## src/fcs_pkg.sv

```systemverilog
// shared constants, command codes and carrier types of the flash host
package fcs_pkg;
  localparam int CLK_MHZ = 40;
  localparam int NS_PER_US = 1000;
  // bus cycle timing of the flash pins, in nanoseconds
  localparam int T_WP_NS = 50;
  localparam int T_RD_NS = 100;
  localparam int T_GAP_NS = 50;
  localparam int SYNC_STAGES = 2;
  localparam int WP_CYC = (T_WP_NS * CLK_MHZ + NS_PER_US - 1) / NS_PER_US;
  localparam int RD_CYC = (T_RD_NS * CLK_MHZ + NS_PER_US - 1) / NS_PER_US
                          + SYNC_STAGES;
  localparam int GAP_CYC = (T_GAP_NS * CLK_MHZ + NS_PER_US - 1) / NS_PER_US;
  localparam int CNT_W = 8;

  localparam int ADDR_W = 17;
  localparam int DATA_W = 8;
  localparam int SECTOR_LSB = 14;

  // register offsets on the apb side
  localparam logic [7:0] REG_CTRL = 8'h00;
  localparam logic [7:0] REG_ADDR = 8'h04;
  localparam logic [7:0] REG_DATA = 8'h08;
  localparam logic [7:0] REG_STAT = 8'h0C;
  localparam int CTRL_OP_LSB = 0;
  localparam int CTRL_POLL = 8;
  localparam int STAT_BUSY = 0;
  localparam int STAT_DONE = 1;
  localparam int STAT_FAIL = 2;
  localparam int STAT_RD_LSB = 8;
  localparam int STAT_STEP_LSB = 16;

  // flash command set
  localparam logic [16:0] UNLOCK1_ADDR = 17'h00555;
  localparam logic [16:0] UNLOCK2_ADDR = 17'h002AA;
  localparam logic [7:0] UNLOCK1_DATA = 8'hAA;
  localparam logic [7:0] UNLOCK2_DATA = 8'h55;
  localparam logic [7:0] CMD_RESET = 8'hF0;
  localparam logic [7:0] CMD_IDENT = 8'h90;
  localparam logic [7:0] CMD_PROGRAM = 8'hA0;
  localparam logic [7:0] CMD_ERASE_SETUP = 8'h80;
  localparam logic [7:0] CMD_CHIP_ERASE = 8'h10;
  localparam logic [7:0] CMD_SECTOR_ERASE = 8'h30;
  localparam logic [7:0] CMD_SUSPEND = 8'hB0;
  localparam logic [7:0] CMD_RESUME = 8'h30;
  localparam int POLL_BIT = 7;
  localparam int TOGGLE_BIT = 6;
  localparam int TIMEOUT_FAIL_BIT = 5;
  localparam int ERASE_WINDOW_BIT = 3;

  typedef enum logic [3:0] {
    OP_RESET = 4'h0,
    OP_RESET3 = 4'h1,
    OP_IDENT = 4'h2,
    OP_READ = 4'h3,
    OP_PROGRAM = 4'h4,
    OP_CHIP_ERASE = 4'h5,
    OP_SECTOR_ERASE = 4'h6,
    OP_ADD_SECTOR = 4'h7,
    OP_SUSPEND = 4'h8,
    OP_RESUME = 4'h9,
    OP_POLL = 4'hA,
    OP_WRITE = 4'hB
  } fcs_op_t;

  typedef struct packed {
    logic wr;
    logic [ADDR_W-1:0] addr;
    logic [DATA_W-1:0] data;
  } fcs_cycle_t;
endpackage

```

## src/fcs_flash_host.sv

```systemverilog
// apb-controlled host that drives command sequences into a parallel flash
`timescale 1ns/1ps
module fcs_flash_host
  import fcs_pkg::*;
(
  input wire logic clk,
  input wire logic srst,
  input wire logic psel,
  input wire logic penable,
  input wire logic pwrite,
  input wire logic [7:0] paddr,
  input wire logic [31:0] pwdata,
  output logic [31:0] prdata,
  output logic pready,
  output logic pslverr,
  output logic [ADDR_W-1:0] flash_addr,
  output logic [DATA_W-1:0] flash_dq_out,
  output logic flash_dq_oe_n,
  input wire logic [DATA_W-1:0] flash_dq_in,
  output logic flash_ce_n,
  output logic flash_we_n,
  output logic flash_oe_n
);
  typedef enum logic [2:0] {
    SQ_IDLE = 3'b000,
    SQ_STEP = 3'b001,
    SQ_WAIT = 3'b010,
    SQ_PWAIT = 3'b011,
    SQ_RWAIT = 3'b100
  } fcs_sq_t;

  typedef enum logic [1:0] {
    PH_FIRST = 2'b00,
    PH_CONFIRM = 2'b01,
    PH_RECHECK = 2'b10
  } fcs_ph_t;

  // number of bus cycles issued for each operation
  function automatic logic [2:0] op_len(input fcs_op_t op);
    unique case (op)
      OP_RESET3, OP_IDENT: op_len = (op == OP_IDENT) ? 3'd4 : 3'd3;
      OP_PROGRAM: op_len = 3'd4;
      OP_CHIP_ERASE, OP_SECTOR_ERASE: op_len = 3'd6;
      OP_POLL: op_len = 3'd0;
      default: op_len = 3'd1;
    endcase
  endfunction

  // bus cycle number idx of operation op
  function automatic fcs_cycle_t op_cycle(input fcs_op_t op,
                                          input logic [2:0] idx,
                                          input logic [ADDR_W-1:0] a,
                                          input logic [DATA_W-1:0] d);
    fcs_cycle_t c;
    c = '{wr: 1'b1, addr: UNLOCK1_ADDR, data: UNLOCK1_DATA};
    if (idx == 3'd1 || idx == 3'd4) begin
      c.addr = UNLOCK2_ADDR;
      c.data = UNLOCK2_DATA;
    end
    unique case (op)
      OP_RESET: c.data = CMD_RESET;
      OP_RESET3: if (idx == 3'd2) c.data = CMD_RESET;
      OP_IDENT: begin
        // two unlock writes and the ident command, then a code read at any offset
        if (idx == 3'd2) c.data = CMD_IDENT;
        if (idx == 3'd3) c = '{wr: 1'b0, addr: a, data: '0};
      end
      OP_READ: c = '{wr: 1'b0, addr: a, data: '0};
      OP_PROGRAM: begin
        if (idx == 3'd2) c.data = CMD_PROGRAM;
        if (idx == 3'd3) c = '{wr: 1'b1, addr: a, data: d};
      end
      OP_CHIP_ERASE, OP_SECTOR_ERASE: begin
        if (idx == 3'd2) c.data = CMD_ERASE_SETUP;
        if (idx == 3'd5) begin
          c.data = (op == OP_CHIP_ERASE) ? CMD_CHIP_ERASE : CMD_SECTOR_ERASE;
          if (op == OP_SECTOR_ERASE) c.addr = a;
        end
      end
      // extra sector inside the open window
      OP_ADD_SECTOR: c = '{wr: 1'b1, addr: a, data: CMD_SECTOR_ERASE};
      OP_SUSPEND: c.data = CMD_SUSPEND;
      OP_RESUME: c.data = CMD_RESUME;
      OP_WRITE: c = '{wr: 1'b1, addr: a, data: d};
      default: c = '{wr: 1'b0, addr: a, data: '0};
    endcase
    return c;
  endfunction

  fcs_sq_t state, next_state;
  fcs_ph_t phase, next_phase;
  fcs_op_t op, next_op;
  logic [2:0] step, next_step;
  logic autopoll, next_autopoll;
  logic [ADDR_W-1:0] addr_reg, next_addr_reg;
  logic [DATA_W-1:0] data_reg, next_data_reg;
  logic [DATA_W-1:0] rd_data, next_rd_data;
  logic done, next_done;
  logic fail, next_fail;
  logic req_valid, next_req_valid;
  fcs_cycle_t req, next_req;
  logic [31:0] next_prdata;
  logic next_pready, next_pslverr;
  logic req_ready, rsp_valid;
  logic [DATA_W-1:0] rsp_data;
  logic setup_ph, apb_wr, mapped, busy, poll_ok, want_poll, expect_bit;

  fcs_bus_cycle u_cycle (
    .clk(clk),
    .srst(srst),
    .req_valid(req_valid),
    .req(req),
    .req_ready(req_ready),
    .rsp_valid(rsp_valid),
    .rsp_data(rsp_data),
    .flash_addr(flash_addr),
    .flash_dq_out(flash_dq_out),
    .flash_dq_oe_n(flash_dq_oe_n),
    .flash_dq_in(flash_dq_in),
    .flash_ce_n(flash_ce_n),
    .flash_we_n(flash_we_n),
    .flash_oe_n(flash_oe_n)
  );

  assign busy = (state != SQ_IDLE);
  assign setup_ph = psel && !penable;
  assign apb_wr = psel && penable && pready && pwrite && !pslverr;
  assign mapped = (paddr == REG_CTRL) || (paddr == REG_ADDR) ||
                  (paddr == REG_DATA) || (paddr == REG_STAT);
  // erase completes with poll bit 1, program with the true bit 7
  assign expect_bit = (op == OP_PROGRAM || op == OP_POLL) ?
                      data_reg[POLL_BIT] : 1'b1;
  assign poll_ok = (rsp_data[POLL_BIT] == expect_bit);
  assign want_poll = (op == OP_POLL) || (autopoll &&
                     (op == OP_PROGRAM || op == OP_CHIP_ERASE ||
                      op == OP_SECTOR_ERASE));

  always_comb begin
    next_state = state;
    next_phase = phase;
    next_op = op;
    next_step = step;
    next_autopoll = autopoll;
    next_addr_reg = addr_reg;
    next_data_reg = data_reg;
    next_rd_data = rd_data;
    next_done = done;
    next_fail = fail;
    next_req_valid = req_valid;
    next_req = req;
    next_pready = setup_ph;
    next_pslverr = setup_ph && !mapped;
    next_prdata = '0;
    if (setup_ph && !pwrite) begin
      unique case (paddr)
        REG_CTRL: next_prdata[CTRL_POLL] = autopoll;
        REG_ADDR: next_prdata[ADDR_W-1:0] = addr_reg;
        REG_DATA: next_prdata[DATA_W-1:0] = data_reg;
        REG_STAT: begin
          next_prdata[STAT_BUSY] = busy;
          next_prdata[STAT_DONE] = done;
          next_prdata[STAT_FAIL] = fail;
          next_prdata[STAT_RD_LSB +: DATA_W] = rd_data;
          next_prdata[STAT_STEP_LSB +: 3] = step;
        end
        default: next_prdata = '0;
      endcase
    end
    // software writes; operands and start are refused while busy
    if (apb_wr && !busy) begin
      unique case (paddr)
        REG_ADDR: next_addr_reg = pwdata[ADDR_W-1:0];
        REG_DATA: next_data_reg = pwdata[DATA_W-1:0];
        REG_CTRL: begin
          next_autopoll = pwdata[CTRL_POLL];
          next_done = 1'b0;
          next_fail = 1'b0;
          next_step = '0;
          next_phase = PH_FIRST;
          if (pwdata[CTRL_OP_LSB +: 4] > OP_WRITE) begin
            next_done = 1'b1;
            next_fail = 1'b1;
          end else begin
            next_op = fcs_op_t'(pwdata[CTRL_OP_LSB +: 4]);
            next_state = SQ_STEP;
          end
        end
        default: ;
      endcase
    end
    if (apb_wr && paddr == REG_STAT) begin
      if (pwdata[STAT_DONE]) next_done = 1'b0;
      if (pwdata[STAT_FAIL]) next_fail = 1'b0;
    end
    if (req_valid && req_ready) begin
      next_req_valid = 1'b0;
    end
    unique case (state)
      SQ_IDLE: ;
      SQ_STEP: begin
        if (step < op_len(op)) begin
          next_req = op_cycle(op, step, addr_reg, data_reg);
          next_req_valid = 1'b1;
          next_state = SQ_WAIT;
        end else if (want_poll) begin
          // first status read follows the last write's strobe
          next_req = '{wr: 1'b0, addr: addr_reg, data: '0};
          next_req_valid = 1'b1;
          next_phase = PH_FIRST;
          next_state = SQ_PWAIT;
        end else begin
          next_done = 1'b1;
          next_state = SQ_IDLE;
        end
      end
      SQ_WAIT: begin
        if (rsp_valid) begin
          next_rd_data = rsp_data;
          next_step = step + 3'd1;
          next_state = SQ_STEP;
        end
      end
      SQ_PWAIT: begin
        if (rsp_valid) begin
          next_rd_data = rsp_data;
          next_req = '{wr: 1'b0, addr: addr_reg, data: '0};
          next_req_valid = 1'b1;
          unique case (phase)
            PH_FIRST: begin
              if (poll_ok) begin
                next_phase = PH_CONFIRM;
              end else if (rsp_data[TIMEOUT_FAIL_BIT]) begin
                // poll bit may settle together with the fail bit
                next_phase = PH_RECHECK;
              end
            end
            PH_CONFIRM: begin
              // data is taken from the read after the poll bit turned
              next_req_valid = 1'b0;
              next_done = 1'b1;
              next_state = SQ_IDLE;
            end
            PH_RECHECK: begin
              if (poll_ok) begin
                next_phase = PH_CONFIRM;
              end else begin
                // failed operation needs a reset to read the array again
                next_req = '{wr: 1'b1, addr: addr_reg, data: CMD_RESET};
                next_fail = 1'b1;
                next_state = SQ_RWAIT;
              end
            end
            default: begin
              next_phase = PH_FIRST;
            end
          endcase
        end
      end
      SQ_RWAIT: begin
        if (rsp_valid) begin
          next_done = 1'b1;
          next_state = SQ_IDLE;
        end
      end
      default: begin
        next_state = SQ_IDLE;
      end
    endcase
  end

  always_ff @(posedge clk) begin
    if (srst) begin
      state <= SQ_IDLE;
      phase <= PH_FIRST;
      op <= OP_RESET;
      step <= '0;
      autopoll <= 1'b0;
      addr_reg <= '0;
      data_reg <= '0;
      rd_data <= '0;
      done <= 1'b0;
      fail <= 1'b0;
      req_valid <= 1'b0;
      req <= '0;
      prdata <= '0;
      pready <= 1'b0;
      pslverr <= 1'b0;
    end else begin
      state <= next_state;
      phase <= next_phase;
      op <= next_op;
      step <= next_step;
      autopoll <= next_autopoll;
      addr_reg <= next_addr_reg;
      data_reg <= next_data_reg;
      rd_data <= next_rd_data;
      done <= next_done;
      fail <= next_fail;
      req_valid <= next_req_valid;
      req <= next_req;
      prdata <= next_prdata;
      pready <= next_pready;
      pslverr <= next_pslverr;
    end
  end
endmodule

```

## src/fcs_bus_cycle.sv

```systemverilog
// one read or write cycle on the flash pins
`timescale 1ns/1ps
module fcs_bus_cycle
  import fcs_pkg::*;
(
  input wire logic clk,
  input wire logic srst,
  input wire logic req_valid,
  input wire fcs_cycle_t req,
  output logic req_ready,
  output logic rsp_valid,
  output logic [DATA_W-1:0] rsp_data,
  output logic [ADDR_W-1:0] flash_addr,
  output logic [DATA_W-1:0] flash_dq_out,
  output logic flash_dq_oe_n,
  input wire logic [DATA_W-1:0] flash_dq_in,
  output logic flash_ce_n,
  output logic flash_we_n,
  output logic flash_oe_n
);
  typedef enum logic [2:0] {
    CY_IDLE = 3'b000,
    CY_SETUP = 3'b001,
    CY_STROBE = 3'b010,
    CY_HOLD = 3'b011,
    CY_GAP = 3'b100
  } fcs_cy_t;

  fcs_cy_t state, next_state;
  logic [CNT_W-1:0] cnt, next_cnt;
  logic wr, next_wr;
  logic next_rsp_valid;
  logic [DATA_W-1:0] next_rsp_data;
  logic [ADDR_W-1:0] next_flash_addr;
  logic [DATA_W-1:0] next_flash_dq_out;
  logic next_flash_dq_oe_n, next_flash_ce_n, next_flash_we_n, next_flash_oe_n;
  logic [DATA_W-1:0] dq_meta, dq_sync;

  assign req_ready = (state == CY_IDLE);

  always_comb begin
    next_state = state;
    next_cnt = cnt;
    next_wr = wr;
    next_rsp_valid = 1'b0;
    next_rsp_data = rsp_data;
    next_flash_addr = flash_addr;
    next_flash_dq_out = flash_dq_out;
    next_flash_dq_oe_n = flash_dq_oe_n;
    next_flash_ce_n = flash_ce_n;
    next_flash_we_n = flash_we_n;
    next_flash_oe_n = flash_oe_n;
    unique case (state)
      CY_IDLE: begin
        if (req_valid) begin
          // address and data settle before either strobe falls
          next_wr = req.wr;
          next_flash_addr = req.addr;
          next_flash_ce_n = 1'b0;
          next_flash_dq_out = req.data;
          next_flash_dq_oe_n = ~req.wr;
          next_state = CY_SETUP;
        end
      end
      CY_SETUP: begin
        // we falls after ce: address taken at this later edge
        next_flash_we_n = ~wr;
        next_flash_oe_n = wr;
        next_cnt = wr ? CNT_W'(WP_CYC - 1) : CNT_W'(RD_CYC - 1);
        next_state = CY_STROBE;
      end
      CY_STROBE: begin
        if (cnt == '0) begin
          if (!wr) begin
            next_rsp_data = dq_sync;
          end
          next_rsp_valid = 1'b1;
          // we rises while ce and data still held
          next_flash_we_n = 1'b1;
          next_flash_oe_n = 1'b1;
          next_state = CY_HOLD;
        end else begin
          next_cnt = cnt - 1'b1;
        end
      end
      CY_HOLD: begin
        next_flash_ce_n = 1'b1;
        next_flash_dq_oe_n = 1'b1;
        next_cnt = CNT_W'(GAP_CYC - 1);
        next_state = CY_GAP;
      end
      CY_GAP: begin
        if (cnt == '0) begin
          next_state = CY_IDLE;
        end else begin
          next_cnt = cnt - 1'b1;
        end
      end
      default: begin
        next_state = CY_IDLE;
      end
    endcase
  end

  always_ff @(posedge clk) begin
    dq_meta <= flash_dq_in;
    dq_sync <= dq_meta;
    if (srst) begin
      state <= CY_IDLE;
      cnt <= '0;
      wr <= 1'b0;
      rsp_valid <= 1'b0;
      rsp_data <= '0;
      flash_addr <= '0;
      flash_dq_out <= '0;
      flash_dq_oe_n <= 1'b1;
      flash_ce_n <= 1'b1;
      flash_we_n <= 1'b1;
      flash_oe_n <= 1'b1;
    end else begin
      state <= next_state;
      cnt <= next_cnt;
      wr <= next_wr;
      rsp_valid <= next_rsp_valid;
      rsp_data <= next_rsp_data;
      flash_addr <= next_flash_addr;
      flash_dq_out <= next_flash_dq_out;
      flash_dq_oe_n <= next_flash_dq_oe_n;
      flash_ce_n <= next_flash_ce_n;
      flash_we_n <= next_flash_we_n;
      flash_oe_n <= next_flash_oe_n;
    end
  end
endmodule

```

## config.mk

```make
export PLATFORM = sky130hd
export DESIGN_NAME = fcs_flash_host
export DESIGN_NICKNAME = d
export VERILOG_FILES = /design/src/fcs_pkg.sv /design/src/fcs_flash_host.sv /design/src/fcs_bus_cycle.sv
export SDC_FILE = /design/constraint.sdc
export NUM_CORES = 1
export LEC_CHECK = 0
export BUFFER_PORTS_ARGS = -buffer_cell sky130_fd_sc_hd__buf_4
export CORE_UTILIZATION = 40
export DETAILED_ROUTE_END_ITERATION = 10
export GPL_ROUTABILITY_DRIVEN = 0
export PLACE_DENSITY_LB_ADDON = 0.3
export SLEW_MARGIN = 25
export SYNTH_ARGS = -nofsm -noshare
export SYNTH_HDL_FRONTEND = slang
export SYNTH_SLANG_ARGS = --single-unit
```

## constraint.sdc

```tcl
create_clock -name clk -period 4.3 [get_ports clk]
set_input_delay 0.86 -clock clk [delete_from_list [all_inputs] [get_ports clk]]
set_output_delay 0.86 -clock clk [all_outputs]
set_load 0.005 [all_outputs]
```

==> impl_metrics.py, run 1 <==
metrics = {
    "global_route": {
        "grt_pass1_wl_um": 26800,
        "grt_max_degree": 70,
        "grt_pass1_vias": 5279,
        "grtUsageTotal_pct": 18.9,
        "antenna_found_initial": 0,
        "grt_remaining_overflow": 0,
    },
    "timing": {
        "setup_viol": 0,
        "worst_pin_slew_ns": 0.953,
        "min_period_over_period_pct": 80.3,
        "max_slew_margin_pct": 36.3,
        "finalMaxSlewViolations": 0,
        "layout_min_cycle_time_ns": 3.45,
        "setup_tns_ns": 0,
        "timing_hold_violations_final": 0,
        "skew_ns": 0.0156,
        "fmax_ghz": 0.290,
        "rsz0062_at_grt": "false",
        "hold_ws_ns": 0.327,
    },
    "final_layout": {
        "largest_reg_flops": 26,
        "drive_gt1_share_pct": 16.4,
        "largest-register": "req",
        "syn_to_final_growth_pct": 19.3,
        "reg_top3": "req (26), prdata (19)",
        "antennaDiodeCount": 0,
        "fin_util_pct": 49.4,
        "nets": 934,
        "instances_no_fill": 1100,
    },
    "worst_setup_path": {
        "start_kind": "register",
        "cp.required_ns": 4.64,
        "path_delay_family": "simple AND/OR/NAND/NOR gates",
        "worstPathCellList": "buf_4 -> and2_1 -> or3_1 -> ha_1 -> nand2_1 -> or4b_1 -> a21bo_2 -> a21o_1 -> mux2i_1 -> a211oi_1",
        "crit_fanout": 24,
        "slowest_stage": "or4b_1",
        "critPathMaxStageDelay_ns": 0.56,
        "cp.buffers_inverters": 1,
        "endpoint_kind": "register",
        "critical_path_arrival_ns": 3.79,
        "critPathKind": "register to register",
    },
    "logic_synthesis": {
        "synth_ff_type": "dfxtp_1",
        "synth.distinct_cells": 66,
        "avgSynthCellArea_um2": 8.70,
        "synth_edf_count": 0,
        "synth_mux_area_share_pct": 8.69,
        "seq_area_frac_synth_pct": 46.5,
        "synthCells": 801,
        "synth_top_family_by_area": "simple AND/OR/NAND/NOR gates",
        "synthXorXnorAreaFrac_pct": 1.13,
        "yosys.area_share.simple_pct": 20.7,
        "syn-cell-area_um2": 6970,
        "synth_fa_ha_area_share_pct": 2.33,
        "ys_ff_latch": 162,
        "ys_warn_count": 0,
        "synth_compound_area_share_pct": 15.6,
        "async_reset_ff_share_pct": 0,
    },
    "die": {
        "die_w_um": 134,
        "ioPinCount": 116,
        "die_area_um2": 18000,
        "num_rows": 47,
        "die_y_um": 134,
        "core_um2": 16800,
        "start_util_pct": 41.4,
    },
    "run_status": {
        "status": "finished, final reports clean",
    },
    "clock_tree": {
        "clk_pin_slew_ns": 0.06,
        "clock-sinks": 162,
        "cts_tree": "done",
        "post_cts_buffers": 0,
        "cts_buffer_depth": 2,
        "hold_buffers": 0,
        "clkLatencyLatePin_ns": 0.43,
        "ctsRootBufferMaster": "clkbuf_16",
        "cts_resized": 0,
        "cts.htree.levels": 4,
        "cts_buffers": 17,
    },
    "drt": {
        "ant_nets": 0,
        "via_count": 5685,
        "wire_per_inst_um": 14.8,
        "remaining_drc_errors": 0,
        "drt_first_pass_iters": 5,
        "viasPerCell": 5.17,
        "routed_wirelength_um": 16300,
        "drtIter0Drc": 394,
    },
    "pwr": {
        "p_int_uw": 2480,
        "p_sw_uw": 649,
        "p_per_area_nw_per_um2": 377,
        "peakVddDrop_v": 0.000277,
        "p_clk_share_pct": 49.4,
        "p_comb_share_pct": 2.3,
        "swShare_pct": 20.7,
        "p_seq_share_pct": 48.3,
        "leakage_uw": 0.00341,
    },
    "placed_design": {
        "portBuffers": 87,
        "dp_hpwl_um": 11600,
        "dp.cells": 1069,
    },
    "job": {
        "drv_cap": 0,
    },
    "worst_hold_path": {
        "hp-class": "register to register",
    },
}
## metrics by stage
step | cell area, um2 | setup slack, ns | power (uW)
global placement | 7710 | 0.878 | 1620
global route | 8320 | 0.624 | 3240
CTS | 8320 | 0.802 | 3160
finish | 8320 | 0.849 | 3130
floorplan | 7010 | 1.23 | 1590
detailed placement | 7710 | 0.815 | 1620
## kinds of logic (layout without fill, tap and decap cells)
kind of cell / count (synthesis) / count (layout)
adder cells (fa/ha/maj): 13 / 13
flip-flops: 162 / 162
AND/OR/NAND/NOR: 317 / 317
XOR/XNOR: 9 / 9
multiplexers: 60 / 60
buffers and inverters: 73 / 140
AO/OA/AOI/OAI: 166 / 166
other: 1 / 13
## final timing paths
check | start | end | slack, ns | cells after the start
max reg2reg | op[1] | req[11] | 0.85 | 10
min reg2reg | u_cycle.dq_meta[1] | u_cycle.dq_sync[1] | 0.33 | 0
min | u_cycle.dq_meta[1] | u_cycle.dq_sync[1] | 0.33 | 0
max | op[1] | req[11] | 0.85 | 10
## power by group through the flow
stage	Combinational [uW]	Clock, uW	Sequential [uW]
finish	71.7	1550	1510
CTS	72.0	1580	1510
floorplan	41.4	0	1540
detailed placement	71.8	0	1550
global placement	72.3	0	1540
global route	78.1	1650	1510
## metal layers
metal	track usage, %	share of wire (%)
met2	27.6	42
met5	0	0
met3	5.10	6.5
met1	26.6	49
met4	6.76	1.6
## area by class of cell
type | count | area, um2
Clock inverter | 11 | 151
Multi-Input combinational cell | 578 | 3420
Fill cell | 1642 | 8500
Sequential cell | 162 | 3240
Inverter | 14 | 52.6
Clock buffer | 20 | 457
Timing Repair Buffer | 95 | 713
Tap cell | 220 | 275
## cells in the mapped netlist, types with 2 or more instances
| library cell | count | share of area, % |
|---|---|---|
| xor2_1 | 3 | 0.38 |
| buf_4 | 15 | 1.6 |
| a21boi_0 | 4 | 0.43 |
| o2111ai_1 | 2 | 0.25 |
| a31oi_1 | 7 | 0.63 |
| o21ai_0 | 16 | 1.1 |
| nand2_1 | 98 | 5.3 |
| o211ai_1 | 6 | 0.65 |
| o22ai_1 | 3 | 0.27 |
| buf_1 | 5 | 0.27 |
| nand4_1 | 4 | 0.36 |
| a32o_1 | 3 | 0.43 |
| nor4_1 | 3 | 0.27 |
| o2bb2ai_1 | 4 | 0.50 |
| or2_2 | 5 | 0.45 |
| o21bai_1 | 12 | 1.3 |
| a21o_1 | 5 | 0.54 |
| xnor2_1 | 6 | 0.75 |
| dfxtp_1 | 162 | 47 |
| a22oi_1 | 9 | 0.97 |
| a21oi_1 | 60 | 4.3 |
| and3_1 | 6 | 0.54 |
| clkbuf_1 | 30 | 1.6 |
| a211oi_1 | 21 | 2.3 |
| ha_1 | 13 | 2.3 |
| nor2b_1 | 10 | 0.90 |
| mux2i_1 | 56 | 8.0 |
| nor3_1 | 25 | 1.8 |
| nand3b_1 | 4 | 0.43 |
| mux2_2 | 4 | 0.65 |
| nand3_1 | 18 | 1.3 |
| buf_2 | 7 | 0.50 |
| nand2b_1 | 8 | 0.72 |
| nor4b_1 | 2 | 0.25 |
| and2_1 | 4 | 0.36 |
| inv_1 | 14 | 0.75 |
| nor2_1 | 114 | 6.1 |
| or3_1 | 5 | 0.45 |
## cell usage in the layout, fill, tap and decap left out, types with 5 or more instances in the layout
cell | synthesis | layout
nand2b_1 | 8 | 8
inv_1 | 14 | 14
o211ai_1 | 6 | 6
nor2b_1 | 10 | 10
xnor2_1 | 6 | 6
mux2i_1 | 56 | 56
nand2_1 | 98 | 98
and3_1 | 6 | 6
nand3_1 | 18 | 18
ha_1 | 13 | 13
a22oi_1 | 9 | 9
nor3_1 | 25 | 25
a21oi_1 | 60 | 60
dfxtp_1 | 162 | 162
o21ai_0 | 16 | 16
buf_4 | 15 | 95
or2_2 | 5 | 5
a211oi_1 | 21 | 21
nor2_1 | 114 | 114
conb_1 | 1 | 13
a21o_1 | 5 | 5
a31oi_1 | 7 | 7
clkbuf_16 | 0 | 17
o21bai_1 | 12 | 12
or3_1 | 5 | 5
(Power assumes the default switching activity.)
==> run 2: changes to the inputs <==
- clock period: 4.3 -> 3.1 ns (I/O delays scaled with it)
==> run 2 against run 1 <==
Combinational power up 39%. Non-clock buffer count up 7. Clock power up 42%. Worst setup slack worse by 0.67 ns. Count of clock-buffer cells in the layout unchanged. Sequential share of layout area down 0.36 points. Final area up 0.98%. Via count up 1.5%. Cell count up 0.73%. Critical path depth unchanged. First-iteration DRC count up 37%. Maximum frequency up 18%. Critical path type unchanged.
==> impl_metrics.py, run 2 (synthesis gave the netlist of run 1 again) <==
metrics = {
    "worst_setup_path": {
        "cp.required_ns": 3.43,
        "critical_path_arrival_ns": 3.26,
        "critical_path_depth": 10,
        "worstPathCellList": "and2_1 -> or3_1 -> ha_1 -> nand2_1 -> or4b_1 -> a21bo_2 -> a21o_1 -> buf_4 -> mux2i_1 -> a211oi_1",
        "ff2ff_setup_slack_ns": 0.18,
        "start_kind": "register",
        "reg2reg_from": "op[0]",
        "slowest_stage": "or4b_1",
        "path_delay_family": "simple AND/OR/NAND/NOR gates",
        "cp.buffers_inverters": 1,
        "critPathKind": "register to register",
        "r2r-end": "req[13]",
        "critPathMaxStageDelay_ns": 0.50,
        "endpoint_kind": "register",
        "crit_fanout": 24,
        "ff2ff_path_depth": 10,
    },
    "placed_design": {
        "dp_hpwl_um": 11700,
        "place_ws_ns": 0.110,
        "placed_cell_area_um2": 7760,
        "portBuffers": 87,
    },
    "clock_tree": {
        "cts_buffers": 17,
        "clkLatencyLatePin_ns": 0.43,
        "clk_pin_slew_ns": 0.07,
        "cts_buffer_depth": 2,
        "ctsRootBufferMaster": "clkbuf_16",
        "post_cts_buffers": 0,
        "cts_tree": "done",
        "clock-sinks": 162,
        "cts.htree.levels": 4,
        "cts_resized": 0,
        "hold_buffers": 0,
    },
    "timing": {
        "worst_pin_slew_ns": 0.946,
        "finalMaxSlewViolations": 0,
        "rsz0062_at_grt": "false",
        "layout_min_cycle_time_ns": 2.92,
        "timing_hold_violations_final": 0,
        "max_slew_margin_pct": 36.7,
        "skew_ns": 0.00949,
        "setup_viol": 0,
        "fmax_ghz": 0.342,
        "min_period_over_period_pct": 94.3,
        "setup_tns_ns": 0,
        "setup_slack_ns": 0.178,
    },
    "drt": {
        "routed_wirelength_um": 16400,
        "via_count": 5771,
        "viasPerCell": 5.21,
        "remaining_drc_errors": 0,
        "ant_nets": 0,
        "drt_first_pass_iters": 5,
        "wire_per_inst_um": 14.8,
        "drtIter0Drc": 540,
    },
    "job": {
        "drv_cap": 0,
    },
    "die": {
        "die_w_um": 134,
        "ioPinCount": 116,
        "start_util_pct": 41.4,
        "die_y_um": 134,
        "num_rows": 47,
        "die_area_um2": 18000,
        "core_um2": 16800,
    },
    "final_layout": {
        "syn_to_final_growth_pct": 20.5,
        "largest_reg_flops": 26,
        "antennaDiodeCount": 0,
        "fin_area_um2": 8400,
        "layout_common_cells": "dfxtp_1 (161), nor2_1 (114), buf_4 (102)",
        "reg_top3": "req (26), prdata (19)",
        "fin_util_pct": 49.9,
        "nets": 941,
        "largest-register": "req",
        "drive_gt1_share_pct": 17.6,
        "layout_commonest_cell": "dfxtp_1",
    },
    "worst_hold_path": {
        "hold_path_depth": 1,
        "worstHoldStart": "flash_dq_in[1]",
        "min_to": "u_cycle.dq_meta[1]",
        "hp-class": "input port to register",
    },
    "global_route": {
        "grt_pass1_wl_um": 26500,
        "grt_remaining_overflow": 0,
        "grtUsageTotal_pct": 18.8,
        "antenna_found_initial": 0,
        "grt_max_degree": 70,
        "grt_pass1_vias": 5124,
    },
    "pwr": {
        "p_per_area_nw_per_um2": 523,
        "peakVddDrop_v": 0.000394,
        "leakage_uw": 0.00347,
    },
    "run_status": {
        "status": "finished, final reports clean",
    },
}
-- run 2: routing by layer --
metal | GRT usage [%] | wire (um) | up-vias
li1 | - | - | 2914
met1 | 26.8 | 8130 | 2682
met2 | 26.7 | 7010 | 153
met3 | 5.22 | 1010 | 22
met4 | 7.01 | 242 | 0
met5 | 0 | 0 | -
-- run 2: metrics by stage --
step,hold WS (ns),total power [uW],instances
3_5_place_dp,0.314,2240,1076
5_1_grt,0.273,4540,1108
6_report,0.287,4390,1108
2_1_floorplan,0.310,2200,813
3_3_place_gp,0.311,2240,1076
4_1_cts,0.279,4420,1108
-- run 2: worst register-to-register path: cells and delay by family (launching register included) --
| kind | cells | cell delay (ns) |
|---|---|---|
| adders and majority gates | 1 | 0.30 |
| muxes | 1 | 0.16 |
| buffers and inverters | 1 | 0.22 |
| DFF | 1 | 0.39 |
| AOI/OAI and AO/OA | 3 | 0.66 |
| and+or+nand+nor | 4 | 1.10 |
-- run 2: how the worst max path moves through the flow --
stage / start / endpoint / slack (ns)
after global routing: op[0] / req[13] / 0.01
after global placement: op[1] / req[12] / 0.20
after CTS: op[1] / req[12] / 0.07
after floorplan: op[3] / req[15] / 0.03
after detailed placement: op[1] / req[12] / 0.11
final: op[0] / req[13] / 0.18
-- run 2: power by group --
| part | leakage, uW | internal (uW) | switching (uW) |
|---|---|---|---|
| sequential | 0.00131 | 2090 | 2.90 |
| clock | 0.000309 | 1280 | 913 |
| combinational | 0.00185 | 41.8 | 58.7 |
| total | 0.00347 | 3420 | 974 |
-- run 2: final cells by class --
| cell class | count | area, um2 |
|---|---|---|
| Fill cell | 1654 | 8420 |
| Multi-Input combinational cell | 578 | 3430 |
| Sequential cell | 162 | 3240 |
| Timing Repair Buffer | 102 | 766 |
| Clock buffer | 20 | 467 |
| Tap cell | 220 | 275 |
| Clock inverter | 12 | 160 |
| Inverter | 14 | 52.6 |
